File: src/verilog/irq_ctrl_pkg.sv
// Purpose: shared constants and types of the two-level vectored interrupt controller
// Assumes: four system clocks per machine cycle, 16-bit register port
// Notes:   flag and source numbering is used by the controller top level only
package irq_ctrl_pkg;

  // ==========================================================================
  // Sizes and timing
  localparam int unsigned SRC_COUNT      = 12;
  localparam int unsigned FLAG_COUNT     = 15;
  localparam int unsigned EXT_COUNT      = 6;
  localparam int unsigned SRC_IDX_W      = 4;
  localparam int unsigned ADDR_W         = 3;
  localparam int unsigned DATA_W         = 16;
  localparam int unsigned CLKS_PER_MC    = 4;
  localparam int unsigned CALL_MCS       = 4;
  localparam int unsigned MIN_LATENCY_MC = 5;
  localparam int unsigned MAX_LATENCY_MC = 12;
  localparam int unsigned MAX_LATENCY_CLKS = MAX_LATENCY_MC * CLKS_PER_MC;
  localparam logic [1:0]  PHASE_SAMPLE   = 2'h0;
  localparam logic [1:0]  PHASE_THREE    = 2'h2;
  localparam logic [1:0]  PHASE_LAST     = 2'h3;

  // ==========================================================================
  // Register offsets and fields
  localparam logic [ADDR_W-1:0] ADDR_ENABLE = 3'h0;
  localparam logic [ADDR_W-1:0] ADDR_LEVEL  = 3'h1;
  localparam logic [ADDR_W-1:0] ADDR_FLAGS  = 3'h2;
  localparam logic [ADDR_W-1:0] ADDR_TRIG   = 3'h3;
  localparam logic [ADDR_W-1:0] ADDR_STATUS = 3'h4;
  localparam int unsigned       GATE_BIT    = 15;
  localparam int unsigned       ST_LOW_SVC  = 0;
  localparam int unsigned       ST_HIGH_SVC = 1;
  localparam int unsigned       ST_BUSY     = 2;
  localparam int unsigned       ST_SRC_LSB  = 4;
  localparam logic [DATA_W-1:0] ENABLE_RST  = 16'h0000;
  localparam logic [DATA_W-1:0] LEVEL_RST   = 16'h0000;
  localparam logic [DATA_W-1:0] FLAGS_RST   = 16'h0000;
  localparam logic [1:0]        TRIG_RST    = 2'h0;

  // ==========================================================================
  // Flag positions
  localparam int unsigned F_EXT0  = 0;
  localparam int unsigned F_EXT1  = 1;
  localparam int unsigned F_EXT2  = 2;
  localparam int unsigned F_T0    = 6;
  localparam int unsigned F_T1    = 7;
  localparam int unsigned F_T2W   = 8;
  localparam int unsigned F_T2E   = 9;
  localparam int unsigned F_RX0   = 10;
  localparam int unsigned F_TX0   = 11;
  localparam int unsigned F_RX1   = 12;
  localparam int unsigned F_TX1   = 13;
  localparam int unsigned F_WDOG  = 14;

  // Source positions, index 0 wins ties
  localparam logic [SRC_IDX_W-1:0] S_EXT0 = 4'h0;
  localparam logic [SRC_IDX_W-1:0] S_T0   = 4'h1;
  localparam logic [SRC_IDX_W-1:0] S_EXT1 = 4'h2;
  localparam logic [SRC_IDX_W-1:0] S_T1   = 4'h3;

  localparam logic [SRC_COUNT-1:0][15:0] VECTOR_TABLE = {
    16'h0063, 16'h005B, 16'h0053, 16'h004B, 16'h0043, 16'h003B,
    16'h002B, 16'h0023, 16'h001B, 16'h0013, 16'h000B, 16'h0003};

  // ==========================================================================
  // Types
  typedef struct packed {
    logic timer0_overflow_flag;
    logic timer1_overflow_flag;
    logic timer2_wrap_flag;
    logic timer2_ext_flag;
    logic receive_done_flag;
    logic transmit_done_flag;
    logic receive1_done_flag;
    logic transmit1_done_flag;
    logic watchdog_due_flag;
  } flag_set_t;

  typedef struct packed {
    logic        push;
    logic [7:0]  push_data;
    logic        pc_load;
    logic [15:0] pc_value;
  } call_bus_t;

  typedef enum logic [2:0] {
    CALL_IDLE    = 3'h0,
    CALL_SAVE_LO = 3'h1,
    CALL_SAVE_HI = 3'h3,
    CALL_FETCH   = 3'h2,
    CALL_LOAD    = 3'h6
  } call_state_t;

endpackage

File: src/verilog/pin_sampler.sv
// Purpose: synchronise one external request pin and sample it once per machine cycle
// Assumes: pin is asynchronous to clk_i
// Notes:   fall_o marks a high sample followed by a low sample
`timescale 1ns/10ps
module pin_sampler (
  input  wire logic clk_i,
  input  wire logic reset_n_i,
  input  wire logic pin_i,
  input  wire logic sample_en_i,
  output logic      level_o,
  output logic      fall_o
);

  logic sync1_reg;
  logic sync2_reg;
  logic sync3_reg;
  logic filt_reg;
  logic prev_reg;

  // ==========================================================================
  // Three-stage synchroniser, change accepted when stages two and three agree
  always_ff @(posedge clk_i) begin
    if (!reset_n_i) begin
      sync1_reg <= 1'b1;
      sync2_reg <= 1'b1;
      sync3_reg <= 1'b1;
    end else begin
      sync1_reg <= pin_i;
      sync2_reg <= sync1_reg;
      sync3_reg <= sync2_reg;
    end
  end

  always_ff @(posedge clk_i) begin
    if (!reset_n_i) begin
      filt_reg <= 1'b1;
    end else if (sync2_reg == sync3_reg) begin
      filt_reg <= sync3_reg;
    end
  end

  // ==========================================================================
  // Machine-cycle sample
  always_ff @(posedge clk_i) begin
    if (!reset_n_i) begin
      prev_reg <= 1'b1;
    end else if (sample_en_i) begin
      prev_reg <= filt_reg;
    end
  end

  assign level_o = filt_reg;
  assign fall_o  = sample_en_i & prev_reg & ~filt_reg;

endmodule

File: src/verilog/prio_pick.sv
// Purpose: fixed-order picker, lowest index wins
// Assumes: request vector is already gated
// Notes:   purely combinational
`timescale 1ns/10ps
module prio_pick #(
  parameter int unsigned N     = 12,
  parameter int unsigned IDX_W = 4
) (
  input  wire logic [N-1:0]     req_i,
  output logic                  found_o,
  output logic [IDX_W-1:0]      idx_o
);

  always_comb begin
    found_o = 1'b0;
    idx_o   = '0;
    for (int i = N - 1; i >= 0; i--) begin
      if (req_i[i]) begin
        found_o = 1'b1;
        idx_o   = IDX_W'(i);
      end
    end
  end

endmodule

File: src/verilog/two_level_vectored_irq_ctrl.sv
// Purpose: two-level, twelve-source vectored interrupt controller
// Assumes: core sequencer reports final machine cycle, return-from-interrupt and pc
// Notes:   four clocks per machine cycle; hardware call spans four machine cycles
`timescale 1ns/10ps
module two_level_vectored_irq_ctrl (
  input  wire logic                              clk_i,
  input  wire logic                              reset_n_i,
  input  wire logic [irq_ctrl_pkg::ADDR_W-1:0]   addr_i,
  input  wire logic [irq_ctrl_pkg::DATA_W-1:0]   wdata_i,
  input  wire logic                              wr_i,
  input  wire logic                              rd_i,
  output logic [irq_ctrl_pkg::DATA_W-1:0]        rdata_o,
  input  wire logic [irq_ctrl_pkg::EXT_COUNT-1:0] ext_irq_pin_n_i,
  input  wire irq_ctrl_pkg::flag_set_t           flag_set_i,
  input  wire logic                              last_cycle_i,
  input  wire logic                              blocking_instr_i,
  input  wire logic                              isr_exit_i,
  input  wire logic [15:0]                       pc_i,
  output logic [1:0]                             mc_phase_o,
  output irq_ctrl_pkg::call_bus_t                call_o,
  output logic                                   call_busy_o,
  output logic [1:0]                             in_service_o
);
  import irq_ctrl_pkg::*;

  // ==========================================================================
  // Declarations
  logic [1:0]            phase_reg;
  logic                  mc_end;
  logic                  phase_three;
  logic                  phase_sample;
  logic [DATA_W-1:0]     enable_reg;
  logic [SRC_COUNT-1:0]  level_reg;
  logic [1:0]            trig_reg;
  logic [FLAG_COUNT-1:0] flags_reg;
  logic [FLAG_COUNT-1:0] flags_next;
  logic [SRC_COUNT-1:0]  src_req;
  logic [SRC_COUNT-1:0]  sample_reg;
  logic [SRC_COUNT-1:0]  gated;
  logic [SRC_COUNT-1:0]  high_req;
  logic [SRC_COUNT-1:0]  low_req;
  logic                  high_found;
  logic                  low_found;
  logic [SRC_IDX_W-1:0]  high_idx;
  logic [SRC_IDX_W-1:0]  low_idx;
  logic                  pick_high;
  logic                  pick_low;
  logic [SRC_IDX_W-1:0]  pick_idx;
  logic                  prio_write_now;
  logic                  prio_write_reg;
  logic                  exit_seen_reg;
  logic                  blocked;
  logic                  take;
  logic [1:0]            in_svc_reg;
  logic [SRC_IDX_W-1:0]  last_src_reg;
  logic [15:0]           vector_reg;
  logic [15:0]           ret_pc_reg;
  call_state_t           call_state_reg;
  call_state_t           call_state_next;
  call_bus_t             call_reg;
  logic [DATA_W-1:0]     rdata_reg;
  logic [EXT_COUNT-1:0]  pin_level;
  logic [EXT_COUNT-1:0]  pin_fall;

  // ==========================================================================
  // Machine-cycle phase divider
  always_ff @(posedge clk_i) begin
    if (!reset_n_i) begin
      phase_reg <= PHASE_SAMPLE;
    end else begin
      phase_reg <= phase_reg + 2'h1;
    end
  end

  assign mc_end       = (phase_reg == PHASE_LAST);
  assign phase_three  = (phase_reg == PHASE_THREE);
  assign phase_sample = (phase_reg == PHASE_SAMPLE);
  assign mc_phase_o   = phase_reg;

  // ==========================================================================
  // External request pins
  for (genvar g = 0; g < EXT_COUNT; g++) begin : g_pin
    pin_sampler u_pin (
      .clk_i       (clk_i),
      .reset_n_i   (reset_n_i),
      .pin_i       (ext_irq_pin_n_i[g]),
      .sample_en_i (phase_three),
      .level_o     (pin_level[g]),
      .fall_o      (pin_fall[g])
    );
  end

  // ==========================================================================
  // Register port writes
  always_ff @(posedge clk_i) begin
    if (!reset_n_i) begin
      enable_reg <= ENABLE_RST;
    end else if (wr_i && addr_i == ADDR_ENABLE) begin
      enable_reg <= wdata_i & {1'b1, 3'h0, {SRC_COUNT{1'b1}}};
    end
  end

  always_ff @(posedge clk_i) begin
    if (!reset_n_i) begin
      level_reg <= LEVEL_RST[SRC_COUNT-1:0];
    end else if (wr_i && addr_i == ADDR_LEVEL) begin
      level_reg <= wdata_i[SRC_COUNT-1:0];
    end
  end

  always_ff @(posedge clk_i) begin
    if (!reset_n_i) begin
      trig_reg <= TRIG_RST;
    end else if (wr_i && addr_i == ADDR_TRIG) begin
      trig_reg <= wdata_i[1:0];
    end
  end

  // ==========================================================================
  // Request flags
  always_comb begin
    flags_next = flags_reg;
    if (wr_i && addr_i == ADDR_FLAGS) begin
      flags_next = wdata_i[FLAG_COUNT-1:0];
    end
    if (take) begin
      if (pick_idx == S_T0) begin
        flags_next[F_T0] = 1'b0;
      end
      if (pick_idx == S_T1) begin
        flags_next[F_T1] = 1'b0;
      end
      if (pick_idx == S_EXT0 && trig_reg[0]) begin
        flags_next[F_EXT0] = 1'b0;
      end
      if (pick_idx == S_EXT1 && trig_reg[1]) begin
        flags_next[F_EXT1] = 1'b0;
      end
    end
    if (phase_three) begin
      for (int i = 0; i < 2; i++) begin
        if (trig_reg[i]) begin
          flags_next[F_EXT0 + i] = flags_next[F_EXT0 + i] | pin_fall[i];
        end else begin
          flags_next[F_EXT0 + i] = ~pin_level[i];
        end
      end
      for (int i = 2; i < EXT_COUNT; i++) begin
        flags_next[F_EXT2 + i - 2] = flags_next[F_EXT2 + i - 2] | pin_fall[i];
      end
    end
    // Hardware set wins over any clear in the same clock
    flags_next[F_T0]   = flags_next[F_T0]   | flag_set_i.timer0_overflow_flag;
    flags_next[F_T1]   = flags_next[F_T1]   | flag_set_i.timer1_overflow_flag;
    flags_next[F_T2W]  = flags_next[F_T2W]  | flag_set_i.timer2_wrap_flag;
    flags_next[F_T2E]  = flags_next[F_T2E]  | flag_set_i.timer2_ext_flag;
    flags_next[F_RX0]  = flags_next[F_RX0]  | flag_set_i.receive_done_flag;
    flags_next[F_TX0]  = flags_next[F_TX0]  | flag_set_i.transmit_done_flag;
    flags_next[F_RX1]  = flags_next[F_RX1]  | flag_set_i.receive1_done_flag;
    flags_next[F_TX1]  = flags_next[F_TX1]  | flag_set_i.transmit1_done_flag;
    flags_next[F_WDOG] = flags_next[F_WDOG] | flag_set_i.watchdog_due_flag;
  end

  always_ff @(posedge clk_i) begin
    if (!reset_n_i) begin
      flags_reg <= FLAGS_RST[FLAG_COUNT-1:0];
    end else begin
      flags_reg <= flags_next;
    end
  end

  // ==========================================================================
  // Per-source requests in fixed tie order
  always_comb begin
    src_req = '0;
    src_req[0]  = flags_reg[F_EXT0];
    src_req[1]  = flags_reg[F_T0];
    src_req[2]  = flags_reg[F_EXT1];
    src_req[3]  = flags_reg[F_T1];
    src_req[4]  = flags_reg[F_RX0] | flags_reg[F_TX0];
    src_req[5]  = flags_reg[F_T2W] | flags_reg[F_T2E];
    src_req[6]  = flags_reg[F_RX1] | flags_reg[F_TX1];
    src_req[7]  = flags_reg[F_EXT2];
    src_req[8]  = flags_reg[F_EXT2 + 1];
    src_req[9]  = flags_reg[F_EXT2 + 2];
    src_req[10] = flags_reg[F_EXT2 + 3];
    src_req[11] = flags_reg[F_WDOG];
  end

  // Sample at the first clock; flags set at phase three land in the next cycle
  always_ff @(posedge clk_i) begin
    if (!reset_n_i) begin
      sample_reg <= '0;
    end else if (phase_sample) begin
      sample_reg <= src_req;
    end
  end

  // ==========================================================================
  // Polling and priority resolution
  assign gated    = sample_reg & enable_reg[SRC_COUNT-1:0]
                    & {SRC_COUNT{enable_reg[GATE_BIT]}};
  assign high_req = gated & level_reg;
  assign low_req  = gated & ~level_reg;

  prio_pick #(
    .N     (SRC_COUNT),
    .IDX_W (SRC_IDX_W)
  ) u_pick_high (
    .req_i   (high_req),
    .found_o (high_found),
    .idx_o   (high_idx)
  );

  prio_pick #(
    .N     (SRC_COUNT),
    .IDX_W (SRC_IDX_W)
  ) u_pick_low (
    .req_i   (low_req),
    .found_o (low_found),
    .idx_o   (low_idx)
  );

  assign pick_high = high_found & ~in_svc_reg[1];
  assign pick_low  = ~pick_high & low_found & (in_svc_reg == 2'h0);
  assign pick_idx  = pick_high ? high_idx : low_idx;

  // ==========================================================================
  // Blocking instructions within the current machine cycle
  assign prio_write_now = wr_i & ((addr_i == ADDR_ENABLE) | (addr_i == ADDR_LEVEL));

  always_ff @(posedge clk_i) begin
    if (!reset_n_i) begin
      prio_write_reg <= 1'b0;
    end else begin
      prio_write_reg <= prio_write_now | (prio_write_reg & ~mc_end);
    end
  end

  always_ff @(posedge clk_i) begin
    if (!reset_n_i) begin
      exit_seen_reg <= 1'b0;
    end else begin
      exit_seen_reg <= isr_exit_i | (exit_seen_reg & ~mc_end);
    end
  end

  assign blocked = prio_write_now | prio_write_reg | exit_seen_reg | isr_exit_i
                   | blocking_instr_i;

  // Decision from this cycle's sample only; nothing carries over
  assign take = mc_end & last_cycle_i & ~blocked & ~call_busy_o
                & (pick_high | pick_low);

  // ==========================================================================
  // In-service markers
  always_ff @(posedge clk_i) begin
    if (!reset_n_i) begin
      in_svc_reg <= 2'h0;
    end else if (take) begin
      if (pick_high) begin
        in_svc_reg[1] <= 1'b1;
      end else begin
        in_svc_reg[0] <= 1'b1;
      end
    end else if (isr_exit_i) begin
      if (in_svc_reg[1]) begin
        in_svc_reg[1] <= 1'b0;
      end else begin
        in_svc_reg[0] <= 1'b0;
      end
    end
  end
  // A plain subroutine return has no input here, so markers stay set

  assign in_service_o = in_svc_reg;

  // ==========================================================================
  // Captured vector and return address
  always_ff @(posedge clk_i) begin
    if (!reset_n_i) begin
      vector_reg   <= 16'h0000;
      ret_pc_reg   <= 16'h0000;
      last_src_reg <= 4'h0;
    end else if (take) begin
      vector_reg   <= VECTOR_TABLE[pick_idx];
      ret_pc_reg   <= pc_i;
      last_src_reg <= pick_idx;
    end
  end

  // ==========================================================================
  // Hardware long call, one state per machine cycle
  always_comb begin
    call_state_next = call_state_reg;
    case (call_state_reg)
      CALL_IDLE: begin
        if (take) begin
          call_state_next = CALL_SAVE_LO;
        end
      end
      CALL_SAVE_LO: begin
        if (mc_end) begin
          call_state_next = CALL_SAVE_HI;
        end
      end
      CALL_SAVE_HI: begin
        if (mc_end) begin
          call_state_next = CALL_FETCH;
        end
      end
      CALL_FETCH: begin
        if (mc_end) begin
          call_state_next = CALL_LOAD;
        end
      end
      CALL_LOAD: begin
        if (mc_end) begin
          call_state_next = CALL_IDLE;
        end
      end
      default: begin
        call_state_next = CALL_IDLE;
      end
    endcase
  end

  always_ff @(posedge clk_i) begin
    if (!reset_n_i) begin
      call_state_reg <= CALL_IDLE;
    end else begin
      call_state_reg <= call_state_next;
    end
  end

  assign call_busy_o = (call_state_reg != CALL_IDLE);

  // Low byte pushed first, status word never touched
  always_ff @(posedge clk_i) begin
    if (!reset_n_i) begin
      call_reg <= '0;
    end else begin
      call_reg.push      <= 1'b0;
      call_reg.pc_load   <= 1'b0;
      if (mc_end && call_state_reg == CALL_SAVE_LO) begin
        call_reg.push      <= 1'b1;
        call_reg.push_data <= ret_pc_reg[7:0];
      end
      if (mc_end && call_state_reg == CALL_SAVE_HI) begin
        call_reg.push      <= 1'b1;
        call_reg.push_data <= ret_pc_reg[15:8];
      end
      if (mc_end && call_state_reg == CALL_LOAD) begin
        call_reg.pc_load   <= 1'b1;
        call_reg.pc_value  <= vector_reg;
      end
    end
  end

  assign call_o = call_reg;

  // ==========================================================================
  // Register port reads, data one cycle after the strobe
  always_ff @(posedge clk_i) begin
    if (!reset_n_i) begin
      rdata_reg <= 16'h0000;
    end else if (rd_i) begin
      case (addr_i)
        ADDR_ENABLE: rdata_reg <= enable_reg;
        ADDR_LEVEL:  rdata_reg <= {4'h0, level_reg};
        ADDR_FLAGS:  rdata_reg <= {1'b0, flags_reg};
        ADDR_TRIG:   rdata_reg <= {14'h0000, trig_reg};
        ADDR_STATUS: rdata_reg <= {8'h00, last_src_reg, 1'b0, call_busy_o, in_svc_reg};
        default:     rdata_reg <= 16'h0000;
      endcase
    end else begin
      rdata_reg <= 16'h0000;
    end
  end

  assign rdata_o = rdata_reg;

endmodule
File: config.mk
export PLATFORM = sky130hd
export DESIGN_NAME = two_level_vectored_irq_ctrl
export DESIGN_NICKNAME = d
export VERILOG_FILES = /design/src/verilog/irq_ctrl_pkg.sv /design/src/verilog/pin_sampler.sv /design/src/verilog/prio_pick.sv /design/src/verilog/two_level_vectored_irq_ctrl.sv
export SDC_FILE = /design/constraint.sdc
export NUM_CORES = 1
export LEC_CHECK = 0
export BUFFER_PORTS_ARGS = -buffer_cell sky130_fd_sc_hd__buf_4
export CAP_MARGIN = 10
export CORE_ASPECT_RATIO = 0.5
export CORE_MARGIN = 2
export CORE_UTILIZATION = 30
export CTS_CLUSTER_DIAMETER = 150
export DETAILED_ROUTE_END_ITERATION = 8
export HOLD_SLACK_MARGIN = 0.05
export PLACE_DENSITY = 0.46
export SYNTH_ARGS = -nofsm -noshare
export SYNTH_HDL_FRONTEND = slang
export SYNTH_SLANG_ARGS = --single-unit
File: constraint.sdc
create_clock -name clk_i -period 5.6 [get_ports clk_i]
set_clock_uncertainty 0.2 [all_clocks]
set_input_delay 0.28 -clock clk_i [delete_from_list [all_inputs] [get_ports clk_i]]
set_output_delay 0.28 -clock clk_i [all_outputs]
set_load 0.02 [all_outputs]
Word level (Yosys, flattened, before mapping)
Memories as Yosys holds them, arrays and structs flattened. A register that Yosys moved wholly into a read port is not among the register bits.
Cells that the tools add are included.
Word-level totals
  register bits after elaboration: 155
  bits of input ports: 57
  memory bits (read-only): 256
  output and inout bits: 47
  memories kept: 1
Operators by class
  bitwise operators: 64
  equality and inequality tests: 27
  muxes and demuxes: 74
  reductions and logical operators: 22
  $add $sub $neg: 1
Memory list
  (name not given): depth 16, width 16, read ports 1, clocked after Yosys merged registers in 1, wr ports 0, RTL line two_level_vectored_irq_ctrl.sv:286  | vector_reg <= VECTOR_TABLE[pick_idx];
Operators by type and width (number)
  $mux 4: 25
  $pmux 16 s5: 1
  $and 12x12->12: 4
  $mux 1: 33
  $or 1x1->1: 26
  $and 1x1->1: 22
  $mux 9: 2
  $mux 17: 1
  $ne 2x2->1 const B: 8
  $mux 15: 1
  $mux 3: 5
  $pmux 3 s5: 1
  $eq 3x2->1 const B: 4
  $not 12->12: 1
  $not 1->1: 11
  $logic_and 1x1->1: 9
  $eq 4x2->1 const B: 2
  $mux 2: 4
  $eq 1x1->1: 6
  $eq 3x1->1 const B: 2
  $eq 3x3->1 const B: 2
  $logic_not 3->1: 2
  $mux 6: 1
  $reduce_and 5->1: 1
  10 further kinds: 14

Logic depth before layout (Yosys ltp)
  depth in word-level cells: 25
  gate-level depth with buffers: 12
  depth with buffers taken out: 10

Modules after synthesis
Synthesis repeated with hierarchy kept, for this count alone.
Second synthesis, totals
  cells, all modules: 764
  area total of the unflattened synthesis: 6409.9 um2
Modules (own cells, without submodules)
  two_level_vectored_irq_ctrl: cells an instance 636, seq. area each 2382.3 um2, area an instance 5213.8 um2, instances 1
  pin_sampler: cells an instance 14, seq. area each 100.1 um2, area an instance 156.4 um2, instances 6
  prio_pick: cells an instance 22, seq. area each 0.0 um2, area an instance 128.9 um2, instances 2

Least setup slack after synthesis
No wires, ideal clock.
  kind: flip-flop to flip-flop
  start: reg phase_reg[1], in the netlist mc_phase_o[1]
  end: reg flags_reg[0]
  slack: 3025 ps
  cell stages (with the launch flop): 10
  data required time: 5278 ps
  arrival: 2253 ps
  clock period less this slack: 2575 ps
  library setup time: 122 ps
  path buffers: 1
  cell sequence: dfxtp_1 ha_1 clkbuf_1 inv_1 nor4_1 nand4_1 a21oi_4 and3b_1 nand2_1 a221o_1
On the way
  cells in the longest elaborated chain, start to end: 9
RTL lines
  from (decl): RTL line two_level_vectored_irq_ctrl.sv:28  | logic [1:0] phase_reg;
  from (signal assigned): RTL line two_level_vectored_irq_ctrl.sv:71  | phase_reg <= phase_reg + 2'h1;
  $eq 2x2->1: RTL line two_level_vectored_irq_ctrl.sv:75  | assign mc_end = (phase_reg == PHASE_LAST);
  $and 1x1->1 (3 in a row): RTL line two_level_vectored_irq_ctrl.sv:252  | assign take = mc_end & last_cycle_i & ~blocked & ~call_busy_o
  $and 1x1->1: RTL line two_level_vectored_irq_ctrl.sv:253  | & (pick_high | pick_low);
  $mux 2: RTL line two_level_vectored_irq_ctrl.sv:126  | if (take) begin
  $or 1x1->1: RTL line two_level_vectored_irq_ctrl.sv:143  | flags_next[F_EXT0 + i] = flags_next[F_EXT0 + i] | pin_fall[i];
  $mux 1: RTL line two_level_vectored_irq_ctrl.sv:142  | if (trig_reg[i]) begin
  $mux 6 (*): RTL line two_level_vectored_irq_ctrl.sv:140  | if (phase_three) begin
  to (signal assigned): RTL line two_level_vectored_irq_ctrl.sv:166  | flags_reg <= FLAGS_RST[FLAG_COUNT-1:0];
  to (signal assigned): RTL line two_level_vectored_irq_ctrl.sv:168  | flags_reg <= flags_next;
  to (decl): RTL line two_level_vectored_irq_ctrl.sv:35  | logic [FLAG_COUNT-1:0] flags_reg;
Every way passes the cells marked *; elsewhere a longest branch is shown, timed or not.
A chain may end at the register's enable or synchronous reset.

Final worst setup path
  start: reg enable_reg[15]
  end: reg vector_reg[3]
RTL lines
  from (decl): RTL line two_level_vectored_irq_ctrl.sv:32  | logic [DATA_W-1:0] enable_reg;
  from (signal assigned): RTL line two_level_vectored_irq_ctrl.sv:99  | enable_reg <= wdata_i & {1'b1, 3'h0, {SRC_COUNT{1'b1}}};
  $and 12x12->12 (*): RTL line two_level_vectored_irq_ctrl.sv:202  | & {SRC_COUNT{enable_reg[GATE_BIT]}};
  $and 12x12->12: RTL line two_level_vectored_irq_ctrl.sv:203  | assign high_req = gated & level_reg;
  $mux 1 (12 in a row): RTL line prio_pick.sv:18  | if (req_i[i]) begin
  $and 1x1->1: RTL line two_level_vectored_irq_ctrl.sv:224  | assign pick_high = high_found & ~in_svc_reg[1];
  $mux 4 (*): RTL line two_level_vectored_irq_ctrl.sv:226  | assign pick_idx = pick_high ? high_idx : low_idx;
  named net pick_idx[0]: RTL line two_level_vectored_irq_ctrl.sv:48  | logic [SRC_IDX_W-1:0] pick_idx;
  to (decl): RTL line two_level_vectored_irq_ctrl.sv:56  | logic [15:0] vector_reg;
Mark *: on every way through the listed nets, which the timed path passes. The rest lies on a longest branch.

==> flow_summary.json <==
{
  "drv_cap": 0,
  "holdWs_ns": 0.0733,
  "clkSinkCount": 149,
  "ys_seq_elements": 149,
  "ys.warnings.count": 0,
  "dpl.hpwl_um": 12800,
  "first_global_vias": 5357,
  "grt_use_total": 0.172,
  "hold_viol": 0,
  "die_h_um": 106,
  "crit_path_max_incr_delay_ns": 0.95,
  "power_leakage_nw": 3.30,
  "setup_tns_ns": 0,
  "gp_congestion": 0.837,
  "period_share": 0.565,
  "ir_worst_vdd_v": 0.000210,
  "startpoint_type": "register",
  "grt_pass1_wl_um": 29600,
  "cp_data_required_time_ns": 5.68,
  "synth_cell_type_count": 61,
  "clk_path_buf_depth": 2,
  "cts_tree": "done",
  "ys_seq_area_frac": 0.475,
  "hold_class": "input pin to register",
  "cts_root_buffer": "clkbuf_16",
  "insertion_delay_ns": 0.42,
  "drive_above_1_share": 0.166,
  "final_common_cell": "dfxtp_1",
  "syn_inst": 705,
  "period_minus_slack_ns": 3.16,
  "vias": 5422,
  "critPathSlowestCell": "dfxtp_1",
  "fmax_ghz": 0.316,
  "drt_first_pass_iters": 5,
  "rsz0062_at_grt": "false",
  "nets": 896,
  "dieArea_mm2": 0.0222,
  "start_util": 0.305,
  "powerDensity_mw_per_mm2": 305,
  "drtIter0Drc": 337,
  "maxSlewViolCount": 0,
  "num_rows": 37,
  "critical_path_arrival_ns": 3.25,
  "layout_common_cells": "dfxtp_1, nor2_1, buf_4",
  "synth_xor_area_frac": 0.00140,
  "worst_pin_slew_ns": 1.02,
  "slew_headroom": 0.318,
  "postRouteAntennaNets": 0,
  "avgSynthCellArea_um2": 8.90,
  "synth_compound_area_frac": 0.145,
  "cts.repair.resized": 0,
  "synth_edf_count": 0,
  "crit_type": "register to register",
  "grt_max_degree": 67,
  "routedWlPerCell_um": 16.4,
  "cp_max_fo": 32,
  "grt-ovfl-total": 0,
  "cts_made_buffers": 17,
  "via_per_inst": 4.86,
  "drt_wl_total_um": 18300,
  "core_area_mm2": 0.0206,
  "synthToLayoutAreaGrowth_pct": 31.7,
  "drc": 0,
  "postCtsHoldBufs": 52,
  "outcome": "complete, no violations",
  "clkTransAtPathRegs_ns": 0.06,
  "pin_count": 104,
  "end_kind": "register",
  "synthAdderAreaFrac": 0.0159,
  "antennaDiodeCount": 0,
  "synth.area.mux_share": 0.0929,
  "synth_area_mm2": 0.00628,
  "synthSimpleGateAreaFrac": 0.223,
  "antenna_found_initial": 0,
  "yosys_most_used_dff": "dfxtp_1",
  "synthArstFlopShare": 0,
  "synth_top_family_by_area": "simple AND/OR/NAND/NOR gates",
  "path_cells": "nand4_1 > nand4_2 > o31ai_2 > o32a_2 > inv_1 > ha_1 > o22ai_1 > o32ai_1",
  "setup_viol": 0,
  "cts_max_level": 4,
  "post-cts-setup-buffer-count": 0,
  "io_buffers": 93,
  "die_x_um": 209
}
-- metal layers --
layer / share of wire / vias to the layer above / track usage
met3: 0.039 / 22 / 0.0355
met1: 0.49 / 2595 / 0.229
li1: - / 2711 / -
met5: 0 / - / 0
met2: 0.46 / 94 / 0.277
met4: 0.016 / 0 / 0.0617
-- critical path: cells and delay by family, from the launching register on --
kind            cells  cell delay, ns
buf+inv             1            0.14
flops               1            0.95
fa+ha+maj           1            0.26
compound gates      4            0.87
simple gates        2            0.60
-- cell families after synthesis --
group,count (synthesis)
adders and majority gates,8
and+or+nand+nor,286
other,1
xor gates and xnor gates,1
muxes,58
DFF,149
AOI/OAI and AO/OA,141
buffers and inverters,61
-- layout make-up --
| class | instances | area (um^2) |
|---|---|---|
| Clock buffer | 18 | 439 |
| Clock inverter | 12 | 178 |
| Fill cell | 2116 | 12300 |
| Inverter | 11 | 41.3 |
| Multi-Input combinational cell | 504 | 3040 |
| Sequential cell | 149 | 2980 |
| Tap cell | 273 | 342 |
| Timing Repair Buffer | 148 | 1240 |
-- final timing paths --
kind,startpoint,slack [ns],to,depth (start not counted)
min reg2reg,g_pin[5].u_pin.sync1_reg,0.21,g_pin[5].u_pin.sync2_reg,1
max,enable_reg[15],2.44,vector_reg[3],8
max reg2reg,enable_reg[15],2.44,vector_reg[3],8
min,reset_n_i,0.07,g_pin[5].u_pin.prev_reg,2
-- cell usage after synthesis (6+ instances only) --
| cell | instances | area share |
|---|---|---|
| nand2_1 | 76 | 0.045 |
| inv_1 | 10 | 0.0060 |
| nand3_1 | 6 | 0.0048 |
| o21ai_0 | 22 | 0.018 |
| and2_1 | 7 | 0.0070 |
| a21oi_1 | 60 | 0.048 |
| a211oi_1 | 18 | 0.022 |
| nand4b_1 | 11 | 0.015 |
| buf_4 | 12 | 0.014 |
| mux2i_1 | 56 | 0.089 |
| clkbuf_1 | 32 | 0.019 |
| dfxtp_1 | 149 | 0.48 |
| and3_1 | 9 | 0.0090 |
| nand4_1 | 15 | 0.015 |
| nor2_1 | 109 | 0.065 |
| nor3_1 | 6 | 0.0048 |
| ha_1 | 8 | 0.016 |
| nand2b_1 | 20 | 0.020 |
-- report_power, final --
group | leakage [nW] | internal (mW) | switching, mW
sequential | 1.21 | 1.09 | 0.0302
combinational | 1.79 | 0.0921 | 0.0950
clock | 0.303 | 0.755 | 0.463
-- through the flow --
step / std cells / util / power, mW / worst slack (ns) / instance area, um^2
floorplan: 714 / - / 1.23 / 3.02 / 6310
global placement: 1033 / 0.347 / 1.30 / 2.54 / 7130
detailed placement: 1033 / 0.347 / 1.30 / 2.47 / 7130
CTS: 1115 / 0.402 / 2.55 / 2.46 / 8270
global route: 1115 / 0.402 / 2.62 / 2.15 / 8270
finish: 1115 / 0.402 / 2.52 / 2.44 / 8270
Power figures use the tool's default switching activity.
